`config.mk`:
```
export PLATFORM = sky130hd
export DESIGN_NAME = wtm_monitor
export DESIGN_NICKNAME = d
export VERILOG_FILES = /design/src/wtm_pkg.sv /design/src/wtm_monitor.sv
export SDC_FILE = /design/constraint.sdc
export NUM_CORES = 1
export LEC_CHECK = 0
export BUFFER_PORTS_ARGS = -buffer_cell sky130_fd_sc_hd__buf_2
export CAP_MARGIN = 40
export CORE_ASPECT_RATIO = 0.8
export CORE_MARGIN = 5
export CORE_UTILIZATION = 55
export DETAILED_ROUTE_END_ITERATION = 8
export PLACE_DENSITY = 0.75
export SETUP_SLACK_MARGIN = 0.5
export SLEW_MARGIN = 15
export SYNTH_ARGS = -nofsm -noshare
export SYNTH_HDL_FRONTEND = slang
export SYNTH_SLANG_ARGS = --single-unit
```
`constraint.sdc`:
```
create_clock -name clk_in -period 3.4 [get_ports clk_in]
set_clock_uncertainty 0.15 [all_clocks]
set_input_delay 0.34 -clock clk_in [delete_from_list [all_inputs] [get_ports clk_in]]
set_output_delay 0.34 -clock clk_in [all_outputs]
set_load 0.01 [all_outputs]
```
`src/wtm_pkg.sv`:
```
/*
  package of the watchdog, temperature and relay monitor: register offsets,
  field positions, reset values, timing constants and carrier types.
  assumes a single 100 MHz clock domain and a plain strobe register port.
*/
package wtm_pkg;

  // ----------------------------------------
  // register map (word index on the plain port)
  // ----------------------------------------
  localparam logic [3:0] WTM_REG_CTRL = 4'h0;       // control: arm, enables, ack
  localparam logic [3:0] WTM_REG_TIME = 4'h1;       // watchdog_monitoring_time steps
  localparam logic [3:0] WTM_REG_KICK = 4'h2;       // any write retriggers
  localparam logic [3:0] WTM_REG_CPU_LIM = 4'h3;    // processor limits hi:lo
  localparam logic [3:0] WTM_REG_HSG_LIM = 4'h4;    // housing limits hi:lo
  localparam logic [3:0] WTM_REG_STATUS = 4'h5;     // live state, read only
  localparam logic [3:0] WTM_REG_IRQ_STAT = 4'h6;   // sticky events, read only
  localparam logic [3:0] WTM_REG_IRQ_CLR = 4'h7;    // write one to clear
  localparam logic [3:0] WTM_REG_IRQ_EN = 4'h8;     // interrupt enables

  // ----------------------------------------
  // control field positions
  // ----------------------------------------
  localparam int WTM_CTRL_ARM = 0;       // arm the watchdog_unit
  localparam int WTM_CTRL_RST_EN = 1;    // expiry drives system reset
  localparam int WTM_CTRL_IRQ_EN = 2;    // expiry raises interrupt
  localparam int WTM_CTRL_TIRQ_EN = 3;   // temperature error raises interrupt
  localparam int WTM_CTRL_ACK = 4;       // acknowledge: relay to working

  // ----------------------------------------
  // event bits of the interrupt registers
  // ----------------------------------------
  localparam int WTM_EV_EXPIRE = 0;
  localparam int WTM_EV_TEMP = 1;

  // ----------------------------------------
  // reset values and timing
  // ----------------------------------------
  localparam logic [7:0] WTM_TIME_MIN = 8'h03;      // least legal step count
  localparam logic [7:0] WTM_TIME_RST = 8'hff;      // step count after reset
  localparam logic [7:0] WTM_LIM_HI_RST = 8'h50;    // upper limit after reset
  localparam logic [7:0] WTM_LIM_LO_RST = 8'h05;    // lower limit after reset
  localparam int WTM_CLK_MHZ = 100;                 // clock rate
  localparam int WTM_HOLD_MS = 500;                 // least error hold time
  localparam int WTM_HOLD_CYC = WTM_HOLD_MS * 1000 * WTM_CLK_MHZ;
  localparam int WTM_STEP_US = 100000;              // one monitoring step
  localparam int WTM_STEP_CYC = WTM_STEP_US * WTM_CLK_MHZ;
  localparam int WTM_RST_PULSE_CYC = 16;            // length of system reset pulse

  // ----------------------------------------
  // carrier types
  // ----------------------------------------
  typedef enum logic [1:0] {
    WTM_LED_OFF = 2'b00,
    WTM_LED_GREEN = 2'b01,
    WTM_LED_RED = 2'b10
  } wtm_led_t;

  typedef struct packed {
    logic [7:0] hi;   // upper limit
    logic [7:0] lo;   // lower limit
  } wtm_lim_t;

  typedef struct packed {
    logic [3:0] addr;
    logic [31:0] wdata;
    logic wr;
    logic rd;
  } wtm_bus_t;

  typedef struct packed {
    logic armed;            // watchdog_unit running
    logic fired;            // expiry seen since last arm
    logic rst_en;
    logic irq_en;
    logic tirq_en;
    logic [7:0] wd_time;    // watchdog_monitoring_time
    logic [7:0] step_left;  // steps remaining
    logic [31:0] pre_cnt;   // step prescaler
    logic [31:0] hold_cnt;  // fail hold counter
    logic relay_work;       // 1 = energized working position
    logic temp_err;
    wtm_lim_t cpu_lim;
    wtm_lim_t hsg_lim;
    logic [1:0] irq_stat;
    logic [1:0] irq_en_mask;
    logic [4:0] sys_rst_cnt;
    logic sys_rst;
    logic irq;
    logic [31:0] rdata;
    wtm_led_t run_led;
    wtm_led_t temp_led;
  } wtm_state_t;

endpackage
```
`src/wtm_monitor.sv`:
```
/*
  watchdog, dual temperature supervision and fail-safe alarm relay.
  assumes temperature readings arrive as 8-bit codes from another clock
  domain, and that software uses the plain strobe register port.
*/
// Strobed register access and the register addresses were chosen for this implementation.
`timescale 1ns/1ns
module wtm_monitor
  import wtm_pkg::*;
#(
  parameter int STEP_CYC = WTM_STEP_CYC,   // cycles per monitoring step
  parameter int HOLD_CYC = WTM_HOLD_CYC    // cycles of fail hold
)(
  input wire logic clk_in,
  input wire logic reset_n_in,
  input wire logic [3:0] addr_in,
  input wire logic [31:0] wdata_in,
  input wire logic wr_in,
  input wire logic rd_in,
  input wire logic [7:0] cpu_temp_in,
  input wire logic [7:0] hsg_temp_in,
  output logic [31:0] rdata_out,
  output logic relay_work_out,
  output logic [1:0] run_led_out,
  output logic [1:0] temp_led_out,
  output logic sys_reset_out,
  output logic irq_out
);

  // ----------------------------------------
  // temperature input synchronisers
  // ----------------------------------------
  // three stages; a reading counts once stages two and three agree
  logic [7:0] cpu_s1_q, cpu_s2_q, cpu_s3_q, cpu_ok_q;
  logic [7:0] hsg_s1_q, hsg_s2_q, hsg_s3_q, hsg_ok_q;

  always_ff @(posedge clk_in or negedge reset_n_in)
  begin
    if (!reset_n_in)
    begin
      // stages start at an in-window reading, so release does not flash a
      // false temperature error while the first real sample walks through
      cpu_s1_q <= WTM_LIM_LO_RST + 8'h01;
      cpu_s2_q <= WTM_LIM_LO_RST + 8'h01;
      cpu_s3_q <= WTM_LIM_LO_RST + 8'h01;
      cpu_ok_q <= WTM_LIM_LO_RST + 8'h01;
      hsg_s1_q <= WTM_LIM_LO_RST + 8'h01;
      hsg_s2_q <= WTM_LIM_LO_RST + 8'h01;
      hsg_s3_q <= WTM_LIM_LO_RST + 8'h01;
      hsg_ok_q <= WTM_LIM_LO_RST + 8'h01;
    end
    else
    begin
      cpu_s1_q <= cpu_temp_in;
      cpu_s2_q <= cpu_s1_q;
      cpu_s3_q <= cpu_s2_q;
      hsg_s1_q <= hsg_temp_in;
      hsg_s2_q <= hsg_s1_q;
      hsg_s3_q <= hsg_s2_q;
      // multi-bit codes may skew; only a settled value is taken
      if (cpu_s2_q == cpu_s3_q)
        cpu_ok_q <= cpu_s3_q;
      if (hsg_s2_q == hsg_s3_q)
        hsg_ok_q <= hsg_s3_q;
    end
  end

  // out-of-window test, used for both sensors
  function automatic logic wtm_out_of_lim(input logic [7:0] t, input wtm_lim_t lim);
    return (t > lim.hi) || (t < lim.lo);
  endfunction

  // ----------------------------------------
  // state update
  // ----------------------------------------
  wtm_state_t s_q, s_d;
  wtm_bus_t bus;
  logic wr_ctrl, wr_time, wr_kick, temp_bad, expire, retrig;
  logic [1:0] ev;

  assign bus = '{addr: addr_in, wdata: wdata_in, wr: wr_in, rd: rd_in};

  // one combinational pass over the whole state
  always_comb
  begin
    s_d = s_q;
    wr_ctrl = bus.wr && (bus.addr == WTM_REG_CTRL);
    wr_time = bus.wr && (bus.addr == WTM_REG_TIME);
    wr_kick = bus.wr && (bus.addr == WTM_REG_KICK);
    temp_bad = wtm_out_of_lim(cpu_ok_q, s_q.cpu_lim) || wtm_out_of_lim(hsg_ok_q, s_q.hsg_lim);
    expire = 1'b0;
    retrig = 1'b0;
    ev = 2'b00;

    // configuration writes
    if (wr_ctrl)
    begin
      s_d.rst_en = bus.wdata[WTM_CTRL_RST_EN];
      s_d.irq_en = bus.wdata[WTM_CTRL_IRQ_EN];
      s_d.tirq_en = bus.wdata[WTM_CTRL_TIRQ_EN];
    end
    if (bus.wr && bus.addr == WTM_REG_CPU_LIM)
      s_d.cpu_lim = bus.wdata[15:0];
    if (bus.wr && bus.addr == WTM_REG_HSG_LIM)
      s_d.hsg_lim = bus.wdata[15:0];
    if (bus.wr && bus.addr == WTM_REG_IRQ_EN)
      s_d.irq_en_mask = bus.wdata[1:0];
    if (wr_time)
      // values below the least count are raised to it
      s_d.wd_time = (bus.wdata[7:0] < WTM_TIME_MIN) ? WTM_TIME_MIN : bus.wdata[7:0];

    // watchdog arming: the relay drops while freshly armed until acknowledged
    if (wr_ctrl && bus.wdata[WTM_CTRL_ARM] && !s_q.armed)
    begin
      s_d.armed = 1'b1;
      s_d.fired = 1'b0;
      s_d.run_led = WTM_LED_GREEN;
      s_d.relay_work = 1'b0;
      retrig = 1'b1;
    end
    else if (wr_ctrl && !bus.wdata[WTM_CTRL_ARM] && s_q.armed)
    begin
      s_d.armed = 1'b0;
      s_d.run_led = WTM_LED_OFF;
    end

    // retrigger by kick or by a time change while armed
    if (s_q.armed && (wr_kick || wr_time))
      retrig = 1'b1;

    // step counting
    if (retrig)
    begin
      s_d.pre_cnt = 32'h0;
      s_d.step_left = wr_time ? s_d.wd_time : s_q.wd_time;
    end
    else if (s_q.armed)
    begin
      if (s_q.pre_cnt >= 32'(STEP_CYC - 1))
      begin
        s_d.pre_cnt = 32'h0;
        if (s_q.step_left <= 8'h01)
          expire = 1'b1;
        else
          s_d.step_left = s_q.step_left - 8'h01;
      end
      else
        s_d.pre_cnt = s_q.pre_cnt + 32'h1;
    end

    // expiry reactions
    if (expire)
    begin
      s_d.armed = 1'b0;
      s_d.fired = 1'b1;
      s_d.run_led = WTM_LED_RED;
      s_d.relay_work = 1'b0;
      s_d.hold_cnt = 32'(HOLD_CYC);
      ev[WTM_EV_EXPIRE] = s_q.irq_en;
      if (s_q.rst_en)
        s_d.sys_rst_cnt = 5'(WTM_RST_PULSE_CYC);
    end

    // temperature supervision
    s_d.temp_err = temp_bad;
    s_d.temp_led = temp_bad ? WTM_LED_RED : WTM_LED_GREEN;
    if (temp_bad)
    begin
      s_d.relay_work = 1'b0;
      s_d.hold_cnt = 32'(HOLD_CYC);
      ev[WTM_EV_TEMP] = s_q.tirq_en && !s_q.temp_err;
    end

    // hold timer; acknowledge only acts once the fail state is gone
    if (!temp_bad && !expire && s_q.hold_cnt != 32'h0)
      s_d.hold_cnt = s_q.hold_cnt - 32'h1;
    if (wr_ctrl && bus.wdata[WTM_CTRL_ACK] && !temp_bad && !expire && s_q.hold_cnt == 32'h0
        && !(s_q.fired && !s_q.armed))
      s_d.relay_work = 1'b1;
    if (wr_ctrl && bus.wdata[WTM_CTRL_ARM] && !s_q.armed)
      s_d.fired = 1'b0;

    // system reset pulse
    s_d.sys_rst = s_q.sys_rst_cnt != 5'h0;
    if (!expire && s_q.sys_rst_cnt != 5'h0)
      s_d.sys_rst_cnt = s_q.sys_rst_cnt - 5'h1;

    // sticky interrupt status: set wins over clear
    if (bus.wr && bus.addr == WTM_REG_IRQ_CLR)
      s_d.irq_stat = s_q.irq_stat & ~bus.wdata[1:0];
    s_d.irq_stat = s_d.irq_stat | ev;
    s_d.irq = |(s_d.irq_stat & s_d.irq_en_mask);

    // read data, valid the cycle after the strobe only
    s_d.rdata = 32'h0;
    if (bus.rd)
    begin
      case (bus.addr)
        WTM_REG_CTRL: s_d.rdata = {27'h0, 1'b0, s_q.tirq_en, s_q.irq_en, s_q.rst_en, s_q.armed};
        WTM_REG_TIME: s_d.rdata = {24'h0, s_q.wd_time};
        WTM_REG_CPU_LIM: s_d.rdata = {16'h0, s_q.cpu_lim};
        WTM_REG_HSG_LIM: s_d.rdata = {16'h0, s_q.hsg_lim};
        WTM_REG_STATUS: s_d.rdata = {12'h0, s_q.step_left, 4'h0, s_q.run_led, s_q.temp_led,
                                     s_q.relay_work, s_q.temp_err, s_q.fired, s_q.armed};
        WTM_REG_IRQ_STAT: s_d.rdata = {30'h0, s_q.irq_stat};
        WTM_REG_IRQ_EN: s_d.rdata = {30'h0, s_q.irq_en_mask};
        default: s_d.rdata = 32'h0;   // write-only and unmapped read zero
      endcase
    end
  end

  // register the whole state; relay de-energized and watchdog quiet on reset
  always_ff @(posedge clk_in or negedge reset_n_in)
  begin
    if (!reset_n_in)
    begin
      s_q <= '0;
      s_q.wd_time <= WTM_TIME_RST;
      s_q.cpu_lim <= '{hi: WTM_LIM_HI_RST, lo: WTM_LIM_LO_RST};
      s_q.hsg_lim <= '{hi: WTM_LIM_HI_RST, lo: WTM_LIM_LO_RST};
    end
    else
      s_q <= s_d;
  end

  assign rdata_out = s_q.rdata;
  assign relay_work_out = s_q.relay_work;
  assign run_led_out = s_q.run_led;
  assign temp_led_out = s_q.temp_led;
  assign sys_reset_out = s_q.sys_rst;
  assign irq_out = s_q.irq;
endmodule

```
### Yosys cells after proc, flatten, opt, wreduce, memory -nomap -nowiden

Cells that the tools add are included.

| storage, ports and cells | value |
|---|---|
| bits in read-only memories | 0 |
| bits in latches | 0 |
| register bits | 230 |
| logic and storage cells | 140 |
| memories kept | 0 |
| memory bits (writable) | 0 |
| output and inout bits | 39 |

| operators by class | value |
|---|---|
| add/sub/neg operators | 4 |
| $lt $le $gt $ge | 7 |
| bitwise operators | 4 |
| shifts and indexed selects | 0 |
| equality and inequality tests | 11 |
| multiply operators | 0 |
| divide/modulo/power cells | 0 |
| multiplexer cells | 36 |
| reductions and logical operators | 47 |

Operator list:

| kind | number |
|---|---|
| one-hot mux 20 bit (7 select lines) | 1 |
| 2-to-1 mux 40 bit | 2 |
| 2-to-1 mux 33 bit | 2 |
| 2-to-1 mux 32 bit | 2 |
| 2-to-1 mux 8 bit | 5 |
| adder 32 x 1 -> 32 bit, second input constant | 1 |
| >= comparator 32 x 24 -> 1 bit, second input constant | 1 |
| logical NOT 32 bit | 1 |
| nonzero test 32 bit | 1 |
| subtractor 32 x 1 -> 32 bit, second input constant | 1 |
| logical AND 1 bit | 22 |
| 2-to-1 mux 20 bit | 1 |
| == test 4 x 3 -> 1 bit, second input constant | 4 |
| == test 8 bit | 2 |
| greater-than comparator 8 bit | 2 |
| less-than comparator 8 bit | 2 |
| 2-to-1 mux 5 bit | 3 |
| 2-to-1 mux 2 bit | 7 |
| 2-to-1 mux 1 bit | 13 |
| nonzero test 2 bit | 5 |
| == test 4 x 2 -> 1 bit, second input constant | 2 |
| less-or-equal comparator 8 x 1 -> 1 bit, second input constant | 1 |
| less-than comparator 8 x 2 -> 1 bit, second input constant | 1 |
| subtractor 8 x 1 -> 8 bit, second input constant | 1 |
| other kinds (16) | 26 |

### Depth between registers and ports, before layout

Gate-level depths: netlist of the first run.

| depth | value |
|---|---|
| word-level depth | 12 |
| gate-level depth with buffers | 10 |
| gate-level depth less buffers | 8 |

### Least setup slack after synthesis of the first run

Ideal clock, no wire load.

| timing | value |
|---|---|
| path type | reg2reg |
| start point | register s_q[49] (netlist name) |
| end point | register s_q[100] (netlist name) |
| slack | 0.986 ns |
| arrival time | 2.134 ns |
| cell stages (with the launch flop) | 11 |
| required time | 3.121 ns |
| cell sequence | dfstp_2 -> inv_1 -> ha_1 -> o21a_1 -> nor2_1 -> o311a_1 -> nor4_2 -> and3_1 -> clkbuf_1 -> buf_2 -> nand3_1 |

| on the way | value |
|---|---|
| longest elaborated chain between the ends | 7 |
| elaborated cells between the ends (all ways) | 9 |
| those cells by class | order compare (1); mux (2); reduce/logical (6) |

RTL lines:

| element | line | source |
|---|---|---|
| start, declared | wtm_monitor.sv:76 | `wtm_state_t s_q, s_d;` |
| less-than comparator 8 bit * | wtm_monitor.sv:70 | `return (t > lim.hi) \|\| (t < lim.lo);` |
| logical OR 1 bit * | wtm_monitor.sv:70 |  |
| logical OR 1 bit * | wtm_monitor.sv:90 | `temp_bad = wtm_out_of_lim(cpu_ok_q, s_q.cpu_lim) \|\| wtm_out_of_lim(hsg_ok_q, s_q.hsg_lim);` |
| logical NOT 1 bit | wtm_monitor.sv:175 | `if (!temp_bad && !expire && s_q.hold_cnt != 32'h0)` |
| logical AND 1 bit (2 in a row) | wtm_monitor.sv:175 |  |
| nonzero test 3 bit (no line) / 2-to-1 mux 32 bit (equally long branches) | n/a |  |

Mark *: on every way between the ends. The rest lies on a longest branch, timed or not.
A chain may end at the register's enable or synchronous reset.

==> flow_summary.ini, run 1 <==
[outcome]
status = complete, but fails checks
violations = negative hold slack

[worst_setup_path]
r2r_end = s_q[46]$_DFF_PN0_
critical_path.slowest_cell = o31ai_1
r2r_cells = 8
worstReg2RegStart = s_q[77]$_DFFE_PN1P_
worstPathMaxFanout = 10
critPathTopFamily = compound AO/OA/AOI/OAI gates
critPathKind = reg -> reg
arrival_ns = 3.04
slowest_delay_ns = 0.60
crit_path_end_kind = register
start_kind = register
ff2ff_setup_slack_ns = 0.59
required_ns = 3.63
crit_chain = inv_1, ha_1, and4_1, a21boi_0, o31ai_1, and3_1, buf_4, o21ai_0
critPathBufInv = 2

[timing]
drv_slew = 0
hold_viol_final = 1
relSlewSlack = 0.290
clock.fmax_ghz = 0.355
tns_ns = 0
tightest_slew_ns = 1.06
timing.hold.ws_ns = -0.00291
finalSetupViolations = 0
fin_crit_sh = 0.827
rsz0062_at_grt = false
min_period_ns = 2.81

[drt]
firstDrtPassIters = 5
antenna_left = 0
drc = 0
routed_wl_mm = 23.0
routedWlPerCell_um = 17.7
vias = 7369
dr.first_iter.drc_count = 651
vias_per_cell = 5.66

[worst_hold_path]
holdPathStages = 2
worstHoldStart = wdata_in[7]
min_to = s_q[70]$_DFFE_PN0P_
hp-class = in -> reg

[die]
die_w_um = 164
initial_core_util = 0.556
io_pins = 95
core.rowCount = 45
core_area_um2 = 18900
die_area_um2 = 22000
die_h_um = 134

[clock_tree]
clk_latency_ns = 0.51
cts.sinks = 216
h-tree-depth = 1
clk_path_buf_depth = 3
cts_tree = built
cts-root-buf = clkbuf_16
clk_transition_reported_paths_ns = 0.07
cts_resized = 0
cts_buffers = 21
cts_setup_buffers = 0

[global_routing]
grt_use_total = 0.213
grt_pass1_vias = 7535
grt_pass1_wl_mm = 38.4
gr-total-overflow = 0
grt_max_degree = 89
antenna_found_initial = 0

[logic_synthesis]
synth_ff_type = dfrtp_1
yosys_warnings = 0
yosysSeqAreaShare = 0.519
synth_seq_cells = 216
synth_cell_type_count = 79
syn_area_per_cell_um2 = 11.0
async_reset_ff_frac = 1.00
syn_inst = 955
syn_area_um2 = 10500
synth_edf_count = 0

[finish]
nNetsFinal = 1121
n_fill_cell = 1486
area.growth.synth_to_final_pct = 14.0
drive_gt1_frac = 0.218
diodes = 0
final_util = 0.634

[power]
p_per_area_nw_per_um2 = 564
leakage_uw = 0.00537
ir_worst_vdd_uv = 384

[placement]
dp_hpwl_mm = 15.6
place.gp.congestion = 0.883
port-buffer-count = 66

[run]
maxCapViolCount = 0
-- layer usage --
layer | up-vias | wire, um | GRT usage
met4 | 0 | 686 | 0.0651
met2 | 215 | 10600 | 0.334
met1 | 3620 | 10500 | 0.305
met3 | 53 | 1280 | 0.0390
li1 | 3481 | - | -
met5 | - | 0 | 0
-- state kept, by name, summed over array words and instances, names as in the netlist, 2 cells and up --
name         count
hsg_s3_q         8
rdata_out       20
cpu_s3_q         8
hsg_ok_q         8
cpu_ok_q         8
s_q            126
cpu_s1_q         8
cpu_s2_q         8
run_led_out      2
hsg_s1_q         8
hsg_s2_q         8
-- worst max path at each step --
stage,from,end,depth (start not counted),slack [ns]
3_5_place_dp,s_q[113]$_DFFE_PN0P_,s_q[82]$_DFFE_PN0P_,8,0.58
2_1_floorplan,s_q[49]$_DFFE_PN1P_,s_q[100]$_DFFE_PN0P_,10,0.99
4_1_cts,s_q[113]$_DFFE_PN0P_,s_q[82]$_DFFE_PN0P_,8,0.58
5_1_grt,s_q[77]$_DFFE_PN1P_,s_q[46]$_DFF_PN0_,8,0.50
3_3_place_gp,s_q[77]$_DFFE_PN1P_,s_q[46]$_DFF_PN0_,8,0.64
6_report,s_q[77]$_DFFE_PN1P_,s_q[46]$_DFF_PN0_,8,0.59
-- Yosys cell counts, drive strengths merged, types with 5 or more instances --
master  count  area [um2]
dfrtp     184        4600
nor2       95         359
mux2       54         608
buf        53         372
nand2      52         195
inv        44         165
nand3      43         215
xor2       38         333
ha         36         450
nor3       33         208
dfstp      32         841
xnor2      31         272
o21ai      29         156
a21oi      23         119
nor4       21         189
nand4      17         106
a22oi      16         120
clkbuf     16        60.1
or3        13        86.3
and3       12        75.1
nand2b      9        56.3
a211oi      7        52.6
a222oi      7        70.1
nor2b       7        43.8
and2        5        31.3
and4        5        43.8
o31ai       5        37.5
-- cells in the final DEF, fill, tap and decap left out, drive strengths merged, types with 9 or more instances in the layout --
cell type and n:
nand2 52, buf 79, dfrtp 184, nand3 43, nand2b 9, nor2 95, or3 13, inv 45
nor4 21, a22oi 16, mux2 54, ha 36, a21oi 23, dlygate4sd3 28, conb 12, and3 12
nor3 33, dfstp 32, xnor2 31, o21ai 30, nand4 17, clkbuf 29, xor2 38
-- cell type report --
class                   instances  area (um2)  area share
well taps                     258         323      0.0270
repair buffers                108         737      0.0616
clock buffers                  28         602      0.0503
flip-flops and latches        216        5450       0.455
clock inverters                 9         180      0.0151
multi-input cells             638        4510       0.377
inverters                      44         165      0.0138
-- metrics by stage --
step                      power (uW)  area, um2  setup slack (ns)  std cells  hold slack, ns
final                           6750      12000             0.587       1301        -0.00291
after global routing            7070      12000             0.501       1301         0.00181
after CTS                       6790      12000             0.579       1300         0.00473
after detailed placement        4140      10900             0.585       1235           0.186
after global placement          4090      10900             0.640       1235           0.185
after floorplan                 3800      10500             0.986        966          -0.106
-- worst register-to-register path: stages, from the launching register on --
cell      delay (ns)
dfstp_2         0.54
inv_1           0.05
ha_1            0.27
and4_1          0.21
a21boi_0        0.13
o31ai_1         0.60
and3_1          0.39
buf_4           0.22
o21ai_0         0.11
-- cell families after synthesis --
kind of cell    Yosys count  synth area share
fa+ha+maj                36            0.0429
flops                   216             0.519
xor+xnor                 69            0.0576
buf+inv                 113            0.0569
mux                      58            0.0617
other cells               1          0.000357
compound gates          130            0.0905
simple gates            332             0.171
-- where the power goes --
group,switching [uW],leakage [uW],total [uW],internal (uW)
registers,235,0.00266,3110,2880
clock network,984,0.000380,2610,1630
logic,555,0.00233,1020,467
total,1780,0.00537,6750,4970
-- what timing repair did --
action                                 CTS  global route
endpoints found under the hold margin  114             0
setup endpoints to repair                0             2
hold buffers                            28             0
Note: power is estimated with default switching activity, not from simulation.
==> inputs of run 2 (changes only) <==
--- a/config.mk
+++ b/config.mk
@@ -9,9 +9,9 @@
 export CAP_MARGIN = 40
 export CORE_ASPECT_RATIO = 0.8
 export CORE_MARGIN = 5
-export CORE_UTILIZATION = 55
+export CORE_UTILIZATION = 54
 export DETAILED_ROUTE_END_ITERATION = 8
-export PLACE_DENSITY = 0.75
+export PLACE_DENSITY = 0.76
 export SETUP_SLACK_MARGIN = 0.5
 export SLEW_MARGIN = 15
 export SYNTH_ARGS = -nofsm -noshare
==> constraint.sdc (replaced) <==
create_clock -name clk_in -period 2.4 [get_ports clk_in]
set_clock_uncertainty 0.15 [all_clocks]
set_input_delay 0.24 -clock clk_in [delete_from_list [all_inputs] [get_ports clk_in]]
set_output_delay 0.24 -clock clk_in [all_outputs]
set_load 0.01 [all_outputs]
==> flow_summary.ini, run 2 (synthesized netlist as in run 1, its figures left out) <==
[outcome]
status = complete, but fails checks
violations = negative setup slack

[worst_hold_path]
holdPathStages = 2
hp-class = in -> reg
min_to = s_q[47]$_DFFE_PN1P_
worstHoldStart = wdata_in[0]

[power]
ir_worst_vdd_uv = 612
total_power_uw = 10200
leakage_uw = 0.00596
p_per_area_nw_per_um2 = 743

[finish]
diodes = 0
top_register = s_q
layout_common_cells = 184 x dfrtp_1, 65 x buf_2, 63 x buf_4, 57 x nor2_1, 54 x mux2_2
final_common_cell = dfrtp_1
nNetsFinal = 1214
drive_gt1_frac = 0.373
largest_reg_flops = 126
area.growth.synth_to_final_pct = 30.5
n_fill_cell = 1270

[drt]
routedWlPerCell_um = 19.4
vias_per_cell = 5.75
drc = 0
dr.first_iter.drc_count = 692
antenna_left = 0
firstDrtPassIters = 5
routed_wl_mm = 27.1
vias = 8026

[die]
die_h_um = 135
initial_core_util = 0.552
die_w_um = 166
io_pins = 95
die_area_um2 = 22300
core_area_um2 = 19000
core.rowCount = 45

[clock_tree]
cts-root-buf = clkbuf_16
cts_tree = built
clk_path_buf_depth = 3
h-tree-depth = 1
clk_latency_ns = 0.51
cts.sinks = 216
cts_buffers = 22
clk_transition_reported_paths_ns = 0.07

[timing]
hold_viol_final = 0
tightest_slew_ns = 0.723
timing.hold.ws_ns = 0.0308
fin_ws_ns = -0.0474
clock.fmax_ghz = 0.409
drv_slew = 0
rsz0062_at_grt = true
min_period_ns = 2.45
relSlewSlack = 0.518
finalSetupViolations = 19
fin_crit_sh = 1.02

[global_routing]
grt_max_degree = 73
grt_pass1_vias = 8093
gr-total-overflow = 0
grt_use_total = 0.227
grt_pass1_wl_mm = 41.9
antenna_found_initial = 0

[placement]
port-buffer-count = 66
dp_hpwl_mm = 16.2
place.gp.congestion = 0.850

[worst_setup_path]
start_kind = register
r2r_end = relay_work_out$_DFFE_PN0P_
critPathKind = reg -> reg
worstPathMaxFanout = 8
worstReg2RegStart = s_q[114]$_DFFE_PN0P_
required_ns = 2.68
arrival_ns = 2.73
ff2ff_setup_slack_ns = -0.05
r2r_cells = 10
crit_path_end_kind = register

[run]
maxCapViolCount = 0
run 2: changes by cell type in the layout (fill, tap and decap cells not counted), moves of 7 or more:
cell,change
buf_4,+50
nor2_1,-37
nor2_4,+32
buf_6,+23
nand3_1,-17
nand3_2,+15
o21ai_0,-9
buf_12,+7
nor4_1,-7
run 2: worst max path at each step:
stage | startpoint | slack, ns | cells past startpoint | end
2_1_floorplan | s_q[49]$_DFFE_PN1P_ | 0.10 | 10 | s_q[106]$_DFFE_PN0P_
3_3_place_gp | s_q[49]$_DFFE_PN1P_ | 0.03 | 10 | s_q[46]$_DFF_PN0_
3_5_place_dp | s_q[49]$_DFFE_PN1P_ | 0.0008 | 10 | s_q[87]$_DFFE_PN0P_
4_1_cts | s_q[61]$_DFFE_PN1P_ | 0.03 | 10 | s_q[104]$_DFFE_PN0P_
5_1_grt | s_q[49]$_DFFE_PN1P_ | -0.11 | 11 | s_q[97]$_DFFE_PN0P_
6_report | s_q[114]$_DFFE_PN0P_ | -0.05 | 10 | relay_work_out$_DFFE_PN0P_
run 2: area by class of cell:
cell class / instances / area (um2) / area share
Tap cell: 258 / 323 / 0.0236
Timing Repair Buffer: 201 / 1740 / 0.127
Clock inverter: 11 / 160 / 0.0117
Sequential cell: 216 / 5450 / 0.398
Clock buffer: 29 / 628 / 0.0459
Inverter: 44 / 168 / 0.0122
Multi-Input combinational cell: 637 / 5230 / 0.382
run 2: routing by layer:
metal  vias to the layer above  wire (um)  GRT usage
met5                         -          0          0
met2                       277      13500      0.377
met4                         0        826     0.0715
met3                        63       1500     0.0436
li1                       3678          -          -
met1                      4008      11300      0.306
run 2: critical path, cell delays in order, from the launching register on:
cell and delay, ns:
dfrtp_1 0.41, ha_2 0.21, and3_4 0.17, a2111oi_4 0.34, nor3_4 0.12, buf_12 0.14
o21ai_4 0.25, nand4_1 0.16, buf_6 0.17, buf_12 0.14, a21oi_2 0.11
run 2: through the flow:
step	setup TNS (ns)	util	cells	setup slack [ns]	cell area (um2)
after floorplan	0	-	966	0.102	10700
after global placement	0	0.598	1284	0.0284	11400
after detailed placement	0	0.598	1284	0.000824	11400
after CTS	0	0.693	1383	0.0338	13200
after global routing	-3.86	0.720	1396	-0.109	13700
final	-0.299	0.720	1396	-0.0474	13700
run 2: repair_timing:
item,CTS,global route
gates resized for setup,98,87
hold buffers,34,0
buffers inserted,20,11
setup endpoints to repair,85,90
hold endpoints to repair,122,0
pin swaps,39,16
gates cloned,5,2
run 2: power by group:
group | switching [uW] | leakage, uW | total [uW] | internal, uW
clock network | 1460 | 0.000385 | 3730 | 2270
logic | 1040 | 0.00291 | 2020 | 982
registers | 344 | 0.00266 | 4420 | 4080
==> inputs of run 3 (changes only) <==
--- a/config.mk
+++ b/config.mk
@@ -7,11 +7,14 @@
 export LEC_CHECK = 0
 export BUFFER_PORTS_ARGS = -buffer_cell sky130_fd_sc_hd__buf_2
 export CAP_MARGIN = 40
+export CELL_PAD_IN_SITES_DETAIL_PLACEMENT = 1
+export CELL_PAD_IN_SITES_GLOBAL_PLACEMENT = 2
 export CORE_ASPECT_RATIO = 0.8
 export CORE_MARGIN = 5
-export CORE_UTILIZATION = 54
+export CORE_UTILIZATION = 36
+export CTS_CLUSTER_SIZE = 20
 export DETAILED_ROUTE_END_ITERATION = 8
-export PLACE_DENSITY = 0.76
+export PLACE_DENSITY_LB_ADDON = 0.1
 export SETUP_SLACK_MARGIN = 0.5
 export SLEW_MARGIN = 15
 export SYNTH_ARGS = -nofsm -noshare
==> flow_summary.ini, run 3 (synthesized netlist as in run 1, its figures left out) <==
[outcome]
status = complete, but fails checks
violations = negative setup slack

[clock_tree]
cts.sinks = 216
cts_tree = built
cts_buffers = 24
h-tree-depth = 1
clk_path_buf_depth = 3
cts-root-buf = clkbuf_16
clk_transition_reported_paths_ns = 0.06
clk_latency_ns = 0.54

[power]
p_per_area_nw_per_um2 = 739
ir_worst_vdd_uv = 532
total_power_uw = 10300
leakage_uw = 0.00606

[finish]
layout_common_cells = 182 x dfrtp_1, 91 x buf_4, 66 x nor2_1, 65 x buf_2, 54 x mux2_2
nNetsFinal = 1236
diodes = 0
area.growth.synth_to_final_pct = 33.0
final_common_cell = dfrtp_1
fin_cells = 1532
largest_reg_flops = 126
top_register = s_q
drive_gt1_frac = 0.376
stdcell_area_um2 = 14000

[run]
maxCapViolCount = 0

[timing]
hold_viol_final = 0
relSlewSlack = 0.590
finalSetupViolations = 1
min_period_ns = 2.41
clock.fmax_ghz = 0.416
fin_crit_sh = 1.00
rsz0062_at_grt = true
drv_slew = 0
fin_ws_ns = -0.00659
tightest_slew_ns = 0.615

[drt]
vias = 7803
antenna_left = 0
dr.first_iter.drc_count = 298
firstDrtPassIters = 5
routedWlPerCell_um = 19.4
drc = 0
routed_wl_mm = 29.7
vias_per_cell = 5.09

[worst_setup_path]
required_ns = 2.65
slowest_delay_ns = 0.54
worstPathMaxFanout = 7
arrival_ns = 2.66
critical_path.slowest_cell = dfstp_2
crit_chain = inv_2, ha_4, o21a_1, nor2_1, o311a_1, nor4_2, buf_4, and3_4, clkbuf_16, nand4_1
critPathKind = reg -> reg
crit_path_end_kind = register
start_kind = register

[die]
die_h_um = 163
die_area_um2 = 32700
initial_core_util = 0.368
die_w_um = 201
core_area_um2 = 28500
io_pins = 95
core.rowCount = 55

[placement]
dp_hpwl_mm = 20.3
place.gp.congestion = 0.784
port-buffer-count = 66
dpl_cell_area_um2 = 11800
dp_cells = 1426

[global_routing]
grt_pass1_wl_mm = 47.8
grt_use_total = 0.181
grt_max_degree = 56
gr-total-overflow = 0
grt_pass1_vias = 8431
antenna_found_initial = 0

[worst_hold_path]
hp-class = in -> reg
-- run 3: cell count changes in the layout (fill, tap and decap cells not counted), moves of 4 or more --
cell / before / now
nor2_2: 6 / 2
buf_6: 23 / 13
nor3_2: 6 / 11
buf_4: 63 / 91
nor2_4: 32 / 27
nor3_1: 22 / 18
nor2_1: 57 / 66
-- run 3: report_power, final --
| part | internal [uW] | total, uW | leakage (uW) | switching [uW] |
|---|---|---|---|---|
| Clock | 2380 | 3930 | 0.000406 | 1540 |
| Sequential | 4080 | 4420 | 0.00266 | 341 |
| Combinational | 966 | 1960 | 0.00299 | 997 |
| Total | 7430 | 10300 | 0.00606 | 2880 |
-- run 3: path summary, 6_finish.rpt --
check | startpoint | end | cells after the start | slack [ns]
setup / recovery | s_q[49]$_DFFE_PN1P_ | s_q[104]$_DFFE_PN0P_ | 10 | -0.007
hold / removal | wdata_in[1] | s_q[64]$_DFFE_PN0P_ | 3 | 0.02
setup reg to reg | s_q[49]$_DFFE_PN1P_ | s_q[104]$_DFFE_PN0P_ | 10 | -0.007
hold reg to reg | hsg_s1_q[5]$_DFF_PN0_ | hsg_s2_q[5]$_DFF_PN0_ | 0 | 0.20
max in group asynchronous | reset_n_in | hsg_ok_q[2]$_DFFE_PN1N_ | 4 | 0.78
min in group asynchronous | reset_n_in | s_q[58]$_DFFE_PN0P_ | 3 | 0.54
-- run 3: worst max-delay path: cells and delay by family (launching register included) --
kind	cells	cell delay [ns]
DFF	1	0.54
buffers and inverters	3	0.37
AOI/OAI and AO/OA	2	0.39
adders and majority gates	1	0.25
and+or+nand+nor	4	0.58
-- run 3: per-stage QoR --
stage / util / worst slack [ns] / hold WS, ns / TNS, ns
6_report: 0.490 / -0.00659 / 0.0240 / -0.00659
5_1_grt: 0.490 / -0.142 / 0.0291 / -2.58
4_1_cts: 0.475 / 0.00221 / 0.00724 / 0
3_5_place_dp: 0.413 / -0.0677 / -0.0215 / -0.703
3_3_place_gp: 0.413 / 0.00292 / -0.0237 / 0
2_1_floorplan: - / 0.102 / -0.206 / 0
-- run 3: layer usage --
| layer | track usage | part of all wire | routed length [um] |
|---|---|---|---|
| met5 | 0 | 0 | 0 |
| met4 | 0.0381 | 0.020 | 584 |
| met2 | 0.285 | 0.45 | 13500 |
| met3 | 0.0281 | 0.033 | 993 |
| met1 | 0.266 | 0.49 | 14600 |
-- run 3: area by class of cell --
cell class	count	area, um2
sequential	216	5450
fill	3032	14500
clock inverter	8	120
tap	370	463
timing repair buffer	221	1870
clock buffer	36	717
inverter	44	165
multi-input combinational	637	5180
-- run 3: what timing repair did --
action | 4_1_cts | 5_1_grt
pin swaps | 28 | 14
cloned | 3 | 1
endpoints found under the setup margin | 85 | 92
setup buffers | 16 | 7
gates resized for setup | 81 | 80
hold buffers | 35 | 0
endpoints found under the hold margin | 253 | 0
